<file path="config.mk">
export PLATFORM = sky130hd
export DESIGN_NAME = flash_host_ctrl
export DESIGN_NICKNAME = d
export VERILOG_FILES = /design/src/design/flash_host_pkg.sv /design/src/design/flash_host_sclk.sv /design/src/design/flash_host_buf.sv /design/src/design/flash_host_ctrl.sv
export SDC_FILE = /design/constraint.sdc
export NUM_CORES = 1
export LEC_CHECK = 0
export BUFFER_PORTS_ARGS = -buffer_cell sky130_fd_sc_hd__buf_2
export CORE_MARGIN = 1.5
export CORE_UTILIZATION = 55
export CTS_CLUSTER_DIAMETER = 200
export DETAILED_ROUTE_END_ITERATION = 10
export MAX_ROUTING_LAYER = met4
export PLACE_DENSITY = 0.71
export SLEW_MARGIN = 20
export SYNTH_ARGS = -nofsm -noshare
export SYNTH_HDL_FRONTEND = slang
export SYNTH_SLANG_ARGS = --single-unit
</file>
<file path="constraint.sdc">
create_clock -name REF_CLK -period 3.7 [get_ports REF_CLK]
set_clock_uncertainty 0.2 [all_clocks]
set_input_delay 0.37 -clock REF_CLK [delete_from_list [all_inputs] [get_ports REF_CLK]]
set_output_delay 0.37 -clock REF_CLK [all_outputs]
set_load 0.02 [all_outputs]
</file>
<file path="src/design/flash_host_pkg.sv">
// Purpose: shared constants, types and decode functions for the serial flash host controller
// Assumes: reference clock of 20 MHz, serial clock idle low, data launched on falling edges
// Notes:   opcodes, address layout and timing counts are defined here; the controller assertions repeat 36h and 39h as literals
package flash_host_pkg;

    // reference clock and derived serial clock timing
    localparam int CLK_PERIOD_NS  = 50;
    localparam int SCLK_PERIOD_NS = 400;
    localparam int SCLK_HALF_CYC  = SCLK_PERIOD_NS / (2 * CLK_PERIOD_NS);
    localparam int CS_HIGH_NS     = 100;
    localparam int CS_HIGH_CYC    = (CS_HIGH_NS + CLK_PERIOD_NS - 1) / CLK_PERIOD_NS;

    // instruction codes
    localparam logic [7:0] OPC_PARAM_READ = 8'h5a;
    localparam logic [7:0] OPC_SEC_ERASE  = 8'h44;
    localparam logic [7:0] OPC_SEC_PROG   = 8'h42;
    localparam logic [7:0] OPC_SEC_READ   = 8'h48;
    localparam logic [7:0] OPC_BLK_LOCK   = 8'h36;
    localparam logic [7:0] OPC_BLK_UNLOCK = 8'h39;
    localparam logic [7:0] OPC_WR_ENABLE  = 8'h06;
    localparam logic [7:0] OPC_RD_STATUS  = 8'h05;
    localparam logic [7:0] DUMMY_BYTE     = 8'h00;

    // frame shapes, counted in bytes
    localparam logic [2:0] HDR_LEN_WRITE  = 3'd4;
    localparam logic [2:0] HDR_LEN_READ   = 3'd5;
    localparam logic [2:0] HDR_LEN_WREN   = 3'd1;
    localparam logic [2:0] HDR_LEN_POLL   = 3'd2;
    localparam logic [8:0] MAX_XFER_LEN   = 9'h100;
    localparam int         STATUS_BUSY_BIT = 0;

    // security register and parameter read address fields
    localparam logic [1:0] SEC_SEL_NONE   = 2'h0;
    localparam logic [7:0] SEC_ADDR_TOP   = 8'h00;
    localparam logic [3:0] SEC_ADDR_MID   = 4'h0;
    localparam logic [15:0] PARAM_ADDR_TOP = 16'h0000;

    // reset values
    localparam logic [7:0] BYTE_RESET     = 8'h00;
    localparam logic [8:0] COUNT_RESET    = 9'h000;

    typedef enum logic [2:0] {
        OP_PARAM_READ = 3'h0,
        OP_SEC_ERASE  = 3'h1,
        OP_SEC_PROG   = 3'h2,
        OP_SEC_READ   = 3'h3,
        OP_BLK_LOCK   = 3'h4,
        OP_BLK_UNLOCK = 3'h5
    } user_op_t;

    typedef struct packed {
        user_op_t    op;
        logic [1:0]  sec_sel;
        logic [23:0] addr;
        logic [8:0]  len;
    } cmd_t;

    typedef struct packed {
        logic done;
        logic err;
    } result_t;

    function automatic logic [7:0] opcode_of(input user_op_t op);
        case (op)
            OP_PARAM_READ: opcode_of = OPC_PARAM_READ;
            OP_SEC_ERASE:  opcode_of = OPC_SEC_ERASE;
            OP_SEC_PROG:   opcode_of = OPC_SEC_PROG;
            OP_SEC_READ:   opcode_of = OPC_SEC_READ;
            OP_BLK_LOCK:   opcode_of = OPC_BLK_LOCK;
            OP_BLK_UNLOCK: opcode_of = OPC_BLK_UNLOCK;
            default:       opcode_of = OPC_RD_STATUS;
        endcase
    endfunction : opcode_of

    function automatic logic is_write_op(input user_op_t op);
        is_write_op = (op == OP_SEC_ERASE) || (op == OP_SEC_PROG) ||
                      (op == OP_BLK_LOCK) || (op == OP_BLK_UNLOCK);
    endfunction : is_write_op

    function automatic logic is_read_op(input user_op_t op);
        is_read_op = (op == OP_PARAM_READ) || (op == OP_SEC_READ);
    endfunction : is_read_op

    function automatic logic is_sec_op(input user_op_t op);
        is_sec_op = (op == OP_SEC_ERASE) || (op == OP_SEC_PROG) || (op == OP_SEC_READ);
    endfunction : is_sec_op

endpackage : flash_host_pkg

</file>
<file path="src/design/flash_host_sclk.sv">
// Purpose: serial clock divider with edge ticks
// Assumes: clock idles low while run is low
// Notes:   each run starts with a full low phase so data set up before run is stable
`timescale 1ns/10ps
module flash_host_sclk #(
    parameter int HALF = 4
) (
    input  wire logic clk,
    input  wire logic rst_n,
    input  wire logic ce,
    input  wire logic run,
    output logic      sclk,
    output logic      rise_tick,
    output logic      fall_tick
);
    logic [7:0] cnt_r;
    logic       sclk_r;
    logic       wrap;

    assign wrap      = run && (cnt_r == 8'(HALF - 1));
    assign rise_tick = wrap && !sclk_r;
    assign fall_tick = wrap && sclk_r;
    assign sclk      = sclk_r;

    always_ff @(posedge clk) begin
        if (!rst_n) begin
            cnt_r <= 8'h00;
        end else if (ce) begin
            if (!run || wrap) begin
                cnt_r <= 8'h00;
            end else begin
                cnt_r <= cnt_r + 8'h01;
            end
        end
    end

    always_ff @(posedge clk) begin
        if (!rst_n) begin
            sclk_r <= 1'b0;
        end else if (ce) begin
            if (!run) begin
                sclk_r <= 1'b0;
            end else if (wrap) begin
                sclk_r <= !sclk_r;
            end
        end
    end
endmodule : flash_host_sclk

</file>
<file path="src/design/flash_host_buf.sv">
// Purpose: small valid/ready buffer for read data
// Assumes: one push and one pop per cycle at most each
// Notes:   output data comes straight from storage registers
`timescale 1ns/10ps
module flash_host_buf #(
    parameter int WIDTH = 8,
    parameter int DEPTH = 2
) (
    input  wire logic             clk,
    input  wire logic             rst_n,
    input  wire logic             ce,
    input  wire logic [WIDTH-1:0] in_data,
    input  wire logic             in_valid,
    output logic                  in_ready,
    output logic [WIDTH-1:0]      out_data,
    output logic                  out_valid,
    input  wire logic             out_ready
);
    localparam int PW = (DEPTH > 1) ? $clog2(DEPTH) : 1;

    logic [WIDTH-1:0] mem [DEPTH];
    logic [PW-1:0]    wr_ptr_r;
    logic [PW-1:0]    rd_ptr_r;
    logic [PW:0]      count_r;
    logic             push;
    logic             pop;

    assign in_ready  = (count_r != (PW+1)'(DEPTH));
    assign out_valid = (count_r != '0);
    assign push      = in_valid && in_ready;
    assign pop       = out_valid && out_ready;
    assign out_data  = mem[rd_ptr_r];

    always_ff @(posedge clk) begin
        if (ce && push) begin
            mem[wr_ptr_r] <= in_data;
        end
    end

    always_ff @(posedge clk) begin
        if (!rst_n) begin
            wr_ptr_r <= '0;
            rd_ptr_r <= '0;
        end else if (ce) begin
            if (push) begin
                wr_ptr_r <= (wr_ptr_r == PW'(DEPTH - 1)) ? '0 : wr_ptr_r + 1'b1;
            end
            if (pop) begin
                rd_ptr_r <= (rd_ptr_r == PW'(DEPTH - 1)) ? '0 : rd_ptr_r + 1'b1;
            end
        end
    end

    always_ff @(posedge clk) begin
        if (!rst_n) begin
            count_r <= '0;
        end else if (ce) begin
            case ({push, pop})
                2'b10:   count_r <= count_r + 1'b1;
                2'b01:   count_r <= count_r - 1'b1;
                default: count_r <= count_r;
            endcase
        end
    end
endmodule : flash_host_buf

</file>
<file path="src/design/flash_host_ctrl.sv">
// Purpose: host controller issuing parameter-table, security register and block lock commands to a serial flash
// Assumes: single-bit mode 0 serial link; serial clock made here by dividing REF_CLK
// Notes:   write-type commands get an automatic write enable frame; erase and program poll busy to completion
`timescale 1ns/10ps

// Summary of operation
// - parameter read: 5Ah, address, dummy, then data
// - parameter read address bits 23-8 are zero
// - security address selects register one to three
// - security erase 44h needs write enable first
// - chip select rises right after address byte
// - program 42h, address, 1-256 bytes, write enable
// - chip select held low through program data
// - security read 48h, address, eight dummy clocks
// - block lock 36h with address, needs enable
// - block unlock 39h with address, needs enable
module flash_host_ctrl
    import flash_host_pkg::*;
(
    input  wire logic       REF_CLK,
    input  wire logic       RST_N,
    input  wire logic       CLK_EN,
    input  wire cmd_t       CMD,
    input  wire logic       CMD_VALID,
    output logic            CMD_READY,
    input  wire logic [7:0] WR_DATA,
    input  wire logic       WR_VALID,
    output logic            WR_READY,
    output logic [7:0]      RD_DATA,
    output logic            RD_VALID,
    input  wire logic       RD_READY,
    output result_t         RESULT,
    output logic            SPI_CS_N,
    output logic            SPI_SCLK,
    output logic            SERIAL_DATA_IN,
    input  wire logic       SERIAL_DATA_OUT
);
    typedef enum logic [7:0] {
        ST_IDLE  = 8'h01,
        ST_WREN  = 8'h02,
        ST_GAP   = 8'h04,
        ST_CMD   = 8'h08,
        ST_WDATA = 8'h10,
        ST_RDATA = 8'h20,
        ST_POLL  = 8'h40,
        ST_DONE  = 8'h80
    } state_t;

    state_t      state_r;
    state_t      state_nxt;
    state_t      after_gap_r;
    user_op_t    op_r;
    logic [23:0] addr_r;
    logic [8:0]  len_r;
    logic [8:0]  data_cnt_r;
    logic [2:0]  byte_cnt_r;
    logic [7:0]  gap_cnt_r;
    logic        cs_n_r;
    logic        err_r;
    logic        done_r;
    logic        dev_busy_r;
    logic        wren_seen_r;

    // byte shifter
    logic        busy_r;
    logic [2:0]  bit_cnt_r;
    logic [7:0]  tx_sr_r;
    logic [7:0]  rx_sr_r;
    logic        mosi_r;
    logic        start_byte;
    logic [7:0]  start_data;
    logic        byte_done;
    logic [7:0]  rx_byte;
    logic        rise_tick;
    logic        fall_tick;

    // device output synchroniser
    logic        miso_meta_r;
    logic        miso_s_r;

    logic        cmd_ok;
    logic        buf_in_ready;
    logic [2:0]  hdr_len;
    logic        hdr_sent;

    flash_host_sclk #(
        .HALF (SCLK_HALF_CYC)
    ) u_sclk (
        .clk       (REF_CLK),
        .rst_n     (RST_N),
        .ce        (CLK_EN),
        .run       (busy_r),
        .sclk      (SPI_SCLK),
        .rise_tick (rise_tick),
        .fall_tick (fall_tick)
    );

    flash_host_buf #(
        .WIDTH (8),
        .DEPTH (2)
    ) u_rd_buf (
        .clk       (REF_CLK),
        .rst_n     (RST_N),
        .ce        (CLK_EN),
        .in_data   (rx_byte),
        .in_valid  (byte_done && (state_r == ST_RDATA)),
        .in_ready  (buf_in_ready),
        .out_data  (RD_DATA),
        .out_valid (RD_VALID),
        .out_ready (RD_READY)
    );

    always_ff @(posedge REF_CLK) begin
        if (!RST_N) begin
            miso_meta_r <= 1'b0;
            miso_s_r    <= 1'b0;
        end else if (CLK_EN) begin
            miso_meta_r <= SERIAL_DATA_OUT;
            miso_s_r    <= miso_meta_r;
        end
    end

    assign SPI_CS_N       = cs_n_r;
    assign SERIAL_DATA_IN = mosi_r;
    assign RESULT         = '{done: done_r, err: err_r};
    assign CMD_READY      = (state_r == ST_IDLE);
    assign byte_done      = busy_r && fall_tick && (bit_cnt_r == 3'd7);
    assign rx_byte        = {rx_sr_r[6:0], miso_s_r};

    // command validity: zero or oversize read and program lengths and an empty security register select are refused
    always_comb begin
        cmd_ok = 1'b1;
        if (is_sec_op(CMD.op) && (CMD.sec_sel == SEC_SEL_NONE)) begin
            cmd_ok = 1'b0;
        end
        if ((is_read_op(CMD.op) || (CMD.op == OP_SEC_PROG)) &&
            ((CMD.len == COUNT_RESET) || (CMD.len > MAX_XFER_LEN))) begin
            cmd_ok = 1'b0;
        end
        if (CMD.op > OP_BLK_UNLOCK) begin
            cmd_ok = 1'b0;
        end
    end

    always_comb begin
        case (state_r)
            ST_WREN: hdr_len = HDR_LEN_WREN;
            ST_POLL: hdr_len = HDR_LEN_POLL;
            ST_CMD:  hdr_len = is_read_op(op_r) ? HDR_LEN_READ : HDR_LEN_WRITE;
            default: hdr_len = 3'd0;
        endcase
    end
    assign hdr_sent = !busy_r && (byte_cnt_r == hdr_len);

    // next byte to shift and when to start it
    always_comb begin
        start_byte = 1'b0;
        start_data = DUMMY_BYTE;
        case (state_r)
            ST_WREN: begin
                start_byte = !busy_r && (byte_cnt_r == 3'd0);
                start_data = OPC_WR_ENABLE;
            end
            ST_POLL: begin
                start_byte = !busy_r && (byte_cnt_r < HDR_LEN_POLL);
                start_data = (byte_cnt_r == 3'd0) ? OPC_RD_STATUS : DUMMY_BYTE;
            end
            ST_CMD: begin
                start_byte = !busy_r && (byte_cnt_r < hdr_len);
                case (byte_cnt_r)
                    3'd0:    start_data = opcode_of(op_r);
                    3'd1:    start_data = addr_r[23:16];
                    3'd2:    start_data = addr_r[15:8];
                    3'd3:    start_data = addr_r[7:0];
                    default: start_data = DUMMY_BYTE;
                endcase
            end
            ST_WDATA: begin
                start_byte = WR_VALID && WR_READY;
                start_data = WR_DATA;
            end
            ST_RDATA: begin
                // only start a byte when the buffer can take it, so no word is lost
                start_byte = !busy_r && (data_cnt_r < len_r) && buf_in_ready;
                start_data = DUMMY_BYTE;
            end
            default: begin
                start_byte = 1'b0;
                start_data = DUMMY_BYTE;
            end
        endcase
    end

    // program data pauses the clock rather than releasing chip select
    assign WR_READY = (state_r == ST_WDATA) && !busy_r && (data_cnt_r < len_r);

    // bit shifter: launch on falling edge, sample late in the high phase
    always_ff @(posedge REF_CLK) begin
        if (!RST_N) begin
            busy_r    <= 1'b0;
            bit_cnt_r <= 3'd0;
            tx_sr_r   <= BYTE_RESET;
            rx_sr_r   <= BYTE_RESET;
            mosi_r    <= 1'b0;
        end else if (CLK_EN) begin
            if (start_byte) begin
                busy_r    <= 1'b1;
                bit_cnt_r <= 3'd0;
                mosi_r    <= start_data[7];
                tx_sr_r   <= {start_data[6:0], 1'b0};
            end else if (busy_r && fall_tick) begin
                rx_sr_r <= rx_byte;
                if (bit_cnt_r == 3'd7) begin
                    busy_r <= 1'b0;
                end else begin
                    bit_cnt_r <= bit_cnt_r + 3'd1;
                    mosi_r    <= tx_sr_r[7];
                    tx_sr_r   <= {tx_sr_r[6:0], 1'b0};
                end
            end
        end
    end

    always_comb begin
        state_nxt = state_r;
        case (state_r)
            ST_IDLE: begin
                if (CMD_VALID) begin
                    state_nxt = !cmd_ok ? ST_DONE : (is_write_op(CMD.op) ? ST_WREN : ST_CMD);
                end
            end
            ST_WREN: state_nxt = hdr_sent ? ST_GAP : ST_WREN;
            ST_CMD: begin
                if (hdr_sent) begin
                    if (op_r == OP_SEC_PROG) begin
                        state_nxt = ST_WDATA;
                    end else if (is_read_op(op_r)) begin
                        state_nxt = ST_RDATA;
                    end else begin
                        state_nxt = ST_GAP;
                    end
                end
            end
            ST_WDATA: state_nxt = (!busy_r && (data_cnt_r == len_r)) ? ST_GAP : ST_WDATA;
            ST_RDATA: state_nxt = (!busy_r && (data_cnt_r == len_r)) ? ST_GAP : ST_RDATA;
            ST_POLL:  state_nxt = hdr_sent ? ST_GAP : ST_POLL;
            ST_GAP:   state_nxt = (gap_cnt_r >= 8'(CS_HIGH_CYC - 1)) ? after_gap_r : ST_GAP;
            ST_DONE:  state_nxt = ST_IDLE;
            default:  state_nxt = ST_IDLE;
        endcase
    end

    always_ff @(posedge REF_CLK) begin
        if (!RST_N) begin
            state_r <= ST_IDLE;
        end else if (CLK_EN) begin
            state_r <= state_nxt;
        end
    end

    // where to go once chip select has been high long enough
    always_ff @(posedge REF_CLK) begin
        if (!RST_N) begin
            after_gap_r <= ST_IDLE;
        end else if (CLK_EN && (state_nxt == ST_GAP) && (state_r != ST_GAP)) begin
            case (state_r)
                ST_WREN:  after_gap_r <= ST_CMD;
                ST_WDATA: after_gap_r <= ST_POLL;
                ST_CMD:   after_gap_r <= (op_r == OP_SEC_ERASE) ? ST_POLL : ST_DONE;
                ST_POLL:  after_gap_r <= dev_busy_r ? ST_POLL : ST_DONE;
                default:  after_gap_r <= ST_DONE;
            endcase
        end
    end

    always_ff @(posedge REF_CLK) begin
        if (!RST_N) begin
            cs_n_r <= 1'b1;
        end else if (CLK_EN) begin
            if ((state_nxt == ST_GAP) || (state_nxt == ST_DONE) || (state_nxt == ST_IDLE)) begin
                cs_n_r <= 1'b1;
            end else begin
                cs_n_r <= 1'b0;
            end
        end
    end

    always_ff @(posedge REF_CLK) begin
        if (!RST_N) begin
            gap_cnt_r  <= 8'h00;
            byte_cnt_r <= 3'd0;
            data_cnt_r <= COUNT_RESET;
        end else if (CLK_EN) begin
            gap_cnt_r <= (state_r == ST_GAP) ? gap_cnt_r + 8'h01 : 8'h00;
            if (state_r == ST_GAP || state_r == ST_IDLE) begin
                byte_cnt_r <= 3'd0;
                data_cnt_r <= COUNT_RESET;
            end else if (start_byte) begin
                if (state_r == ST_WDATA || state_r == ST_RDATA) begin
                    data_cnt_r <= data_cnt_r + 9'h001;
                end else begin
                    byte_cnt_r <= byte_cnt_r + 3'd1;
                end
            end
        end
    end

    // command capture and address shaping
    always_ff @(posedge REF_CLK) begin
        if (!RST_N) begin
            op_r   <= OP_PARAM_READ;
            addr_r <= 24'h000000;
            len_r  <= COUNT_RESET;
        end else if (CLK_EN && CMD_VALID && CMD_READY) begin
            op_r  <= CMD.op;
            len_r <= CMD.len;
            if (CMD.op == OP_PARAM_READ) begin
                addr_r <= {PARAM_ADDR_TOP, CMD.addr[7:0]};
            end else if (is_sec_op(CMD.op)) begin
                addr_r <= {SEC_ADDR_TOP, 2'b00, CMD.sec_sel, SEC_ADDR_MID, CMD.addr[7:0]};
            end else begin
                addr_r <= CMD.addr;
            end
        end
    end

    always_ff @(posedge REF_CLK) begin
        if (!RST_N) begin
            done_r      <= 1'b0;
            err_r       <= 1'b0;
            wren_seen_r <= 1'b0;
            dev_busy_r  <= 1'b0;
        end else if (CLK_EN) begin
            done_r <= (state_r == ST_DONE);
            if (CMD_VALID && CMD_READY) begin
                err_r <= !cmd_ok;
            end
            if (state_r == ST_IDLE) begin
                wren_seen_r <= 1'b0;
            end else if (state_r == ST_WREN && byte_done) begin
                wren_seen_r <= 1'b1;
            end
            if (state_r == ST_POLL && byte_done && byte_cnt_r == HDR_LEN_POLL) begin
                dev_busy_r <= rx_byte[STATUS_BUSY_BIT];
            end
        end
    end
endmodule : flash_host_ctrl

</file>
==> flow_summary.toml <==
[status]
status = "completed"

[die]
die_x_um = 111
die_y_um = 111
row_count = 39
coreArea_um2 = 11400
initial_utilization_pct = 56.3
die_area_um2 = 12300
boundaryPins = 69

[worst_hold_path]
min_to = "tx_sr_r[5]$_SDFFE_PN0P_"
min_path_cells = 3
hp-class = "primary input to flip-flop"
holdCritStartpoint = "WR_DATA[4]"

[cts]
cts_buffers = 17
clockBufferDepth = 2
cts-resized-gates = 0
cts_root_buffer = "clkbuf_16"
cts_setup_buffers = 0
cts.sinks = 123
cts_tree = "yes"
clock_latency_ns = 0.42
clkSlewWorstSetupHoldPaths_ns = 0.06
htreeDepth = 4

[sta]
fin_crit_sh_pct = 93.7
rsz0062_at_grt = "no"
hold_violations = 0
max_slew.worst_pin.slew_ns = 0.748
setup_tns_ns = 0
drv_slew = 0
max_freq_mhz = 288
setup_viol = 0
final.min_clock_period_ns = 3.47
max_slew_margin_pct = 49.7

[global_routing]
grt_overflow = 0
antenna_found_initial = 0
grt_max_degree = 57
grt_util_all_layers_pct = 26.8
grt_pass1_vias = 5286
grt_pass1_wl_um = 25800

[placed_design]
post-dp-hpwl_um = 10900
gp_congestion = 1.07
post_dp_cell_area_um2 = 6820
port_buffers = 68

[synth]
synth_top_area_cell = "dfxtp_1"
yosysWarnings = 0
syn-num-nets = 804
synth-edff-count = 16
synth_flop_cell = "dfxtp_1"
syn_area_um2 = 6430
synth.area.top_cells = "dfxtp_1 33%, edfxtp_1 7.5%, nand2_1 6.2%"
syn-mean-instance-area_um2 = 8.85
synth_cells = 726
seq_area_frac_synth_pct = 40.8
ys_ff_latch = 123
synth_cell_types = 70
synth_top_area_share_pct = 33.3
synthArstFlopShare_pct = 0

[finish]
finalNetCount = 857
drive_gt1_share_pct = 16.1
final_core_util_pct = 64.6
final_cell_mix = "107 x dfxtp_1, 106 x nand2_1, 68 x buf_2, 44 x nor2_1, 44 x a21boi_0"
final_area_um2 = 7380
final_common_cell = "dfxtp_1"
diodes = 0
synthToLayoutAreaGrowth_pct = 14.7

[route]
first_iter_violations = 466
wirelength_um = 15300
avgViaCountPerCell = 5.83
drtAntennaViolNets = 0
drc = 0
vias = 5443
firstDrtPassIters = 5
avgRoutedWirePerCell_um = 16.4

[worst_setup_path]
path_buf_inv = 1
r2r_end = "tx_sr_r[3]$_SDFFE_PN0P_"
cpMaxStageDelayCell = "dfxtp_1"
required_ns = 3.80
rr_worst_depth = 11
rr_startpoint = "state_r[0]$_SDFFE_PN1P_"
worst-setup-path-type = "flip-flop to flip-flop"
crit_arrival_ns = 3.56
cp_cell_sequence = "nor4_4 > and2_1 > inv_2 > ha_1 > nand2_1 > o21a_1 > mux2_2 > o21ai_0 > nand2_1 > o21ai_0 > o22ai_1"
reg2reg_slack_ns = 0.23
crit_fanout = 9
crit_path_end_kind = "flip-flop"
setup.worst_path.start_class = "flip-flop"
critical_path.top_delay_family = "simple AND/OR/NAND/NOR gates"
critPathMaxStageDelay_ns = 0.41

[power]
powerDensity_nw_per_um2 = 429
vdd_drop_max_mv = 0.503
p_leak_uw = 0.00298

[flow_run]
drv_cap = 0
## where the power goes
group	switching (uW)	total (uW)	internal (uW)	leakage (uW)
registers	27.4	1400	1370	0.00104
clock network	572	1520	946	0.000263
logic	149	248	98.8	0.00168
total	748	3170	2420	0.00298
## worst max-delay path by stage
stage                                  startpoint                          end  slack [ns]  cells after the start
after detailed placement  state_r[0]$_SDFFE_PN1P_      tx_sr_r[6]$_SDFFE_PN0P_        0.36                     11
after global placement    state_r[0]$_SDFFE_PN1P_  SERIAL_DATA_IN$_SDFFE_PN0P_        0.45                     11
after floorplan           state_r[1]$_SDFFE_PN0P_      tx_sr_r[4]$_SDFFE_PN0P_        0.65                     13
after global routing      state_r[0]$_SDFFE_PN1P_      tx_sr_r[3]$_SDFFE_PN0P_        0.08                     11
after CTS                 state_r[0]$_SDFFE_PN1P_      tx_sr_r[3]$_SDFFE_PN0P_        0.34                     11
final                     state_r[0]$_SDFFE_PN1P_      tx_sr_r[3]$_SDFFE_PN0P_        0.23                     11
## registers in the layout, summed over array words and instances (netlist names), 8 cells and up, named ones only
signal and count:
len_r 9, u_sclk.cnt_r 8, u_rd_buf.mem 16, addr_r 24, data_cnt_r 9, state_r 8, gap_cnt_r 8
## synthesized netlist by cell type, types with 3 or more instances
cell / instances
nand2b_1: 6
o211ai_1: 6
dfxtp_1: 107
o221ai_1: 3
a21boi_0: 44
nand2_1: 106
o21ai_0: 23
nor2_1: 45
edfxtp_1: 16
buf_1: 4
xor2_1: 16
and3_1: 11
ha_1: 25
nor2b_1: 27
clkbuf_1: 30
nand3_1: 28
mux2i_1: 22
nand4b_1: 3
o21a_1: 8
a31oi_1: 4
a22oi_1: 3
xnor2_1: 8
o21ai_1: 5
a222oi_1: 9
nor3b_1: 4
a21oi_1: 14
and2_1: 12
nor3_1: 15
mux2_2: 9
o211a_1: 10
a221oi_1: 4
nand4_1: 11
o22ai_1: 3
buf_4: 5
inv_1: 27
nor4_1: 8
## per-layer routing
| layer | share of wire, % | GRT usage (%) |
|---|---|---|
| met1 | 46 | 33.9 |
| met2 | 47 | 41.7 |
| met3 | 4.8 | 5.90 |
| met4 | 2.5 | 11.2 |
| met5 | 0 | - |
## tightest hold or removal path, cell delays in order
cell and delay, ns:
buf_2 0.10, nand2_1 0.05, a31oi_1 0.07
## what timing repair did
item / 4_1_cts / 5_1_grt
endpoints found under the setup margin: 0 / 0
hold buffers: 2 / 0
hold endpoints to repair: 2 / 0
## through the flow
| stage | hold slack, ns | instances | power [uW] | setup WS, ns |
|---|---|---|---|---|
| floorplan | 0.222 | 726 | 1580 | 0.648 |
| finish | 0.00982 | 934 | 3170 | 0.231 |
| global route | 0.0206 | 934 | 3280 | 0.0780 |
| CTS | 0.000321 | 934 | 3190 | 0.337 |
| detailed placement | 0.239 | 901 | 1670 | 0.364 |
| global placement | 0.239 | 901 | 1670 | 0.449 |
## cell families (layout without fill, tap and decap cells)
kind of cell               after synthesis  in the layout  synth area share, %
DFF                                    123            123                 40.8
xor gates and xnor gates                24             24                 3.27
and+or+nand+nor                        296            296                 23.6
muxes                                   31             31                 5.00
AOI/OAI and AO/OA                      156            156                 17.7
buffers and inverters                   71            136                 4.71
adders and majority gates               25             25                 4.87
## layout make-up
cell class                      count  area, um2
Fill cell                         975       4040
Clock buffer                       23        468
Clock inverter                      8       70.1
Inverter                           28        105
Sequential cell                   123       2620
Multi-Input combinational cell    532       3510
Timing Repair Buffer               77        425
Tap cell                          143        179
Power figures use the tool's default switching activity.
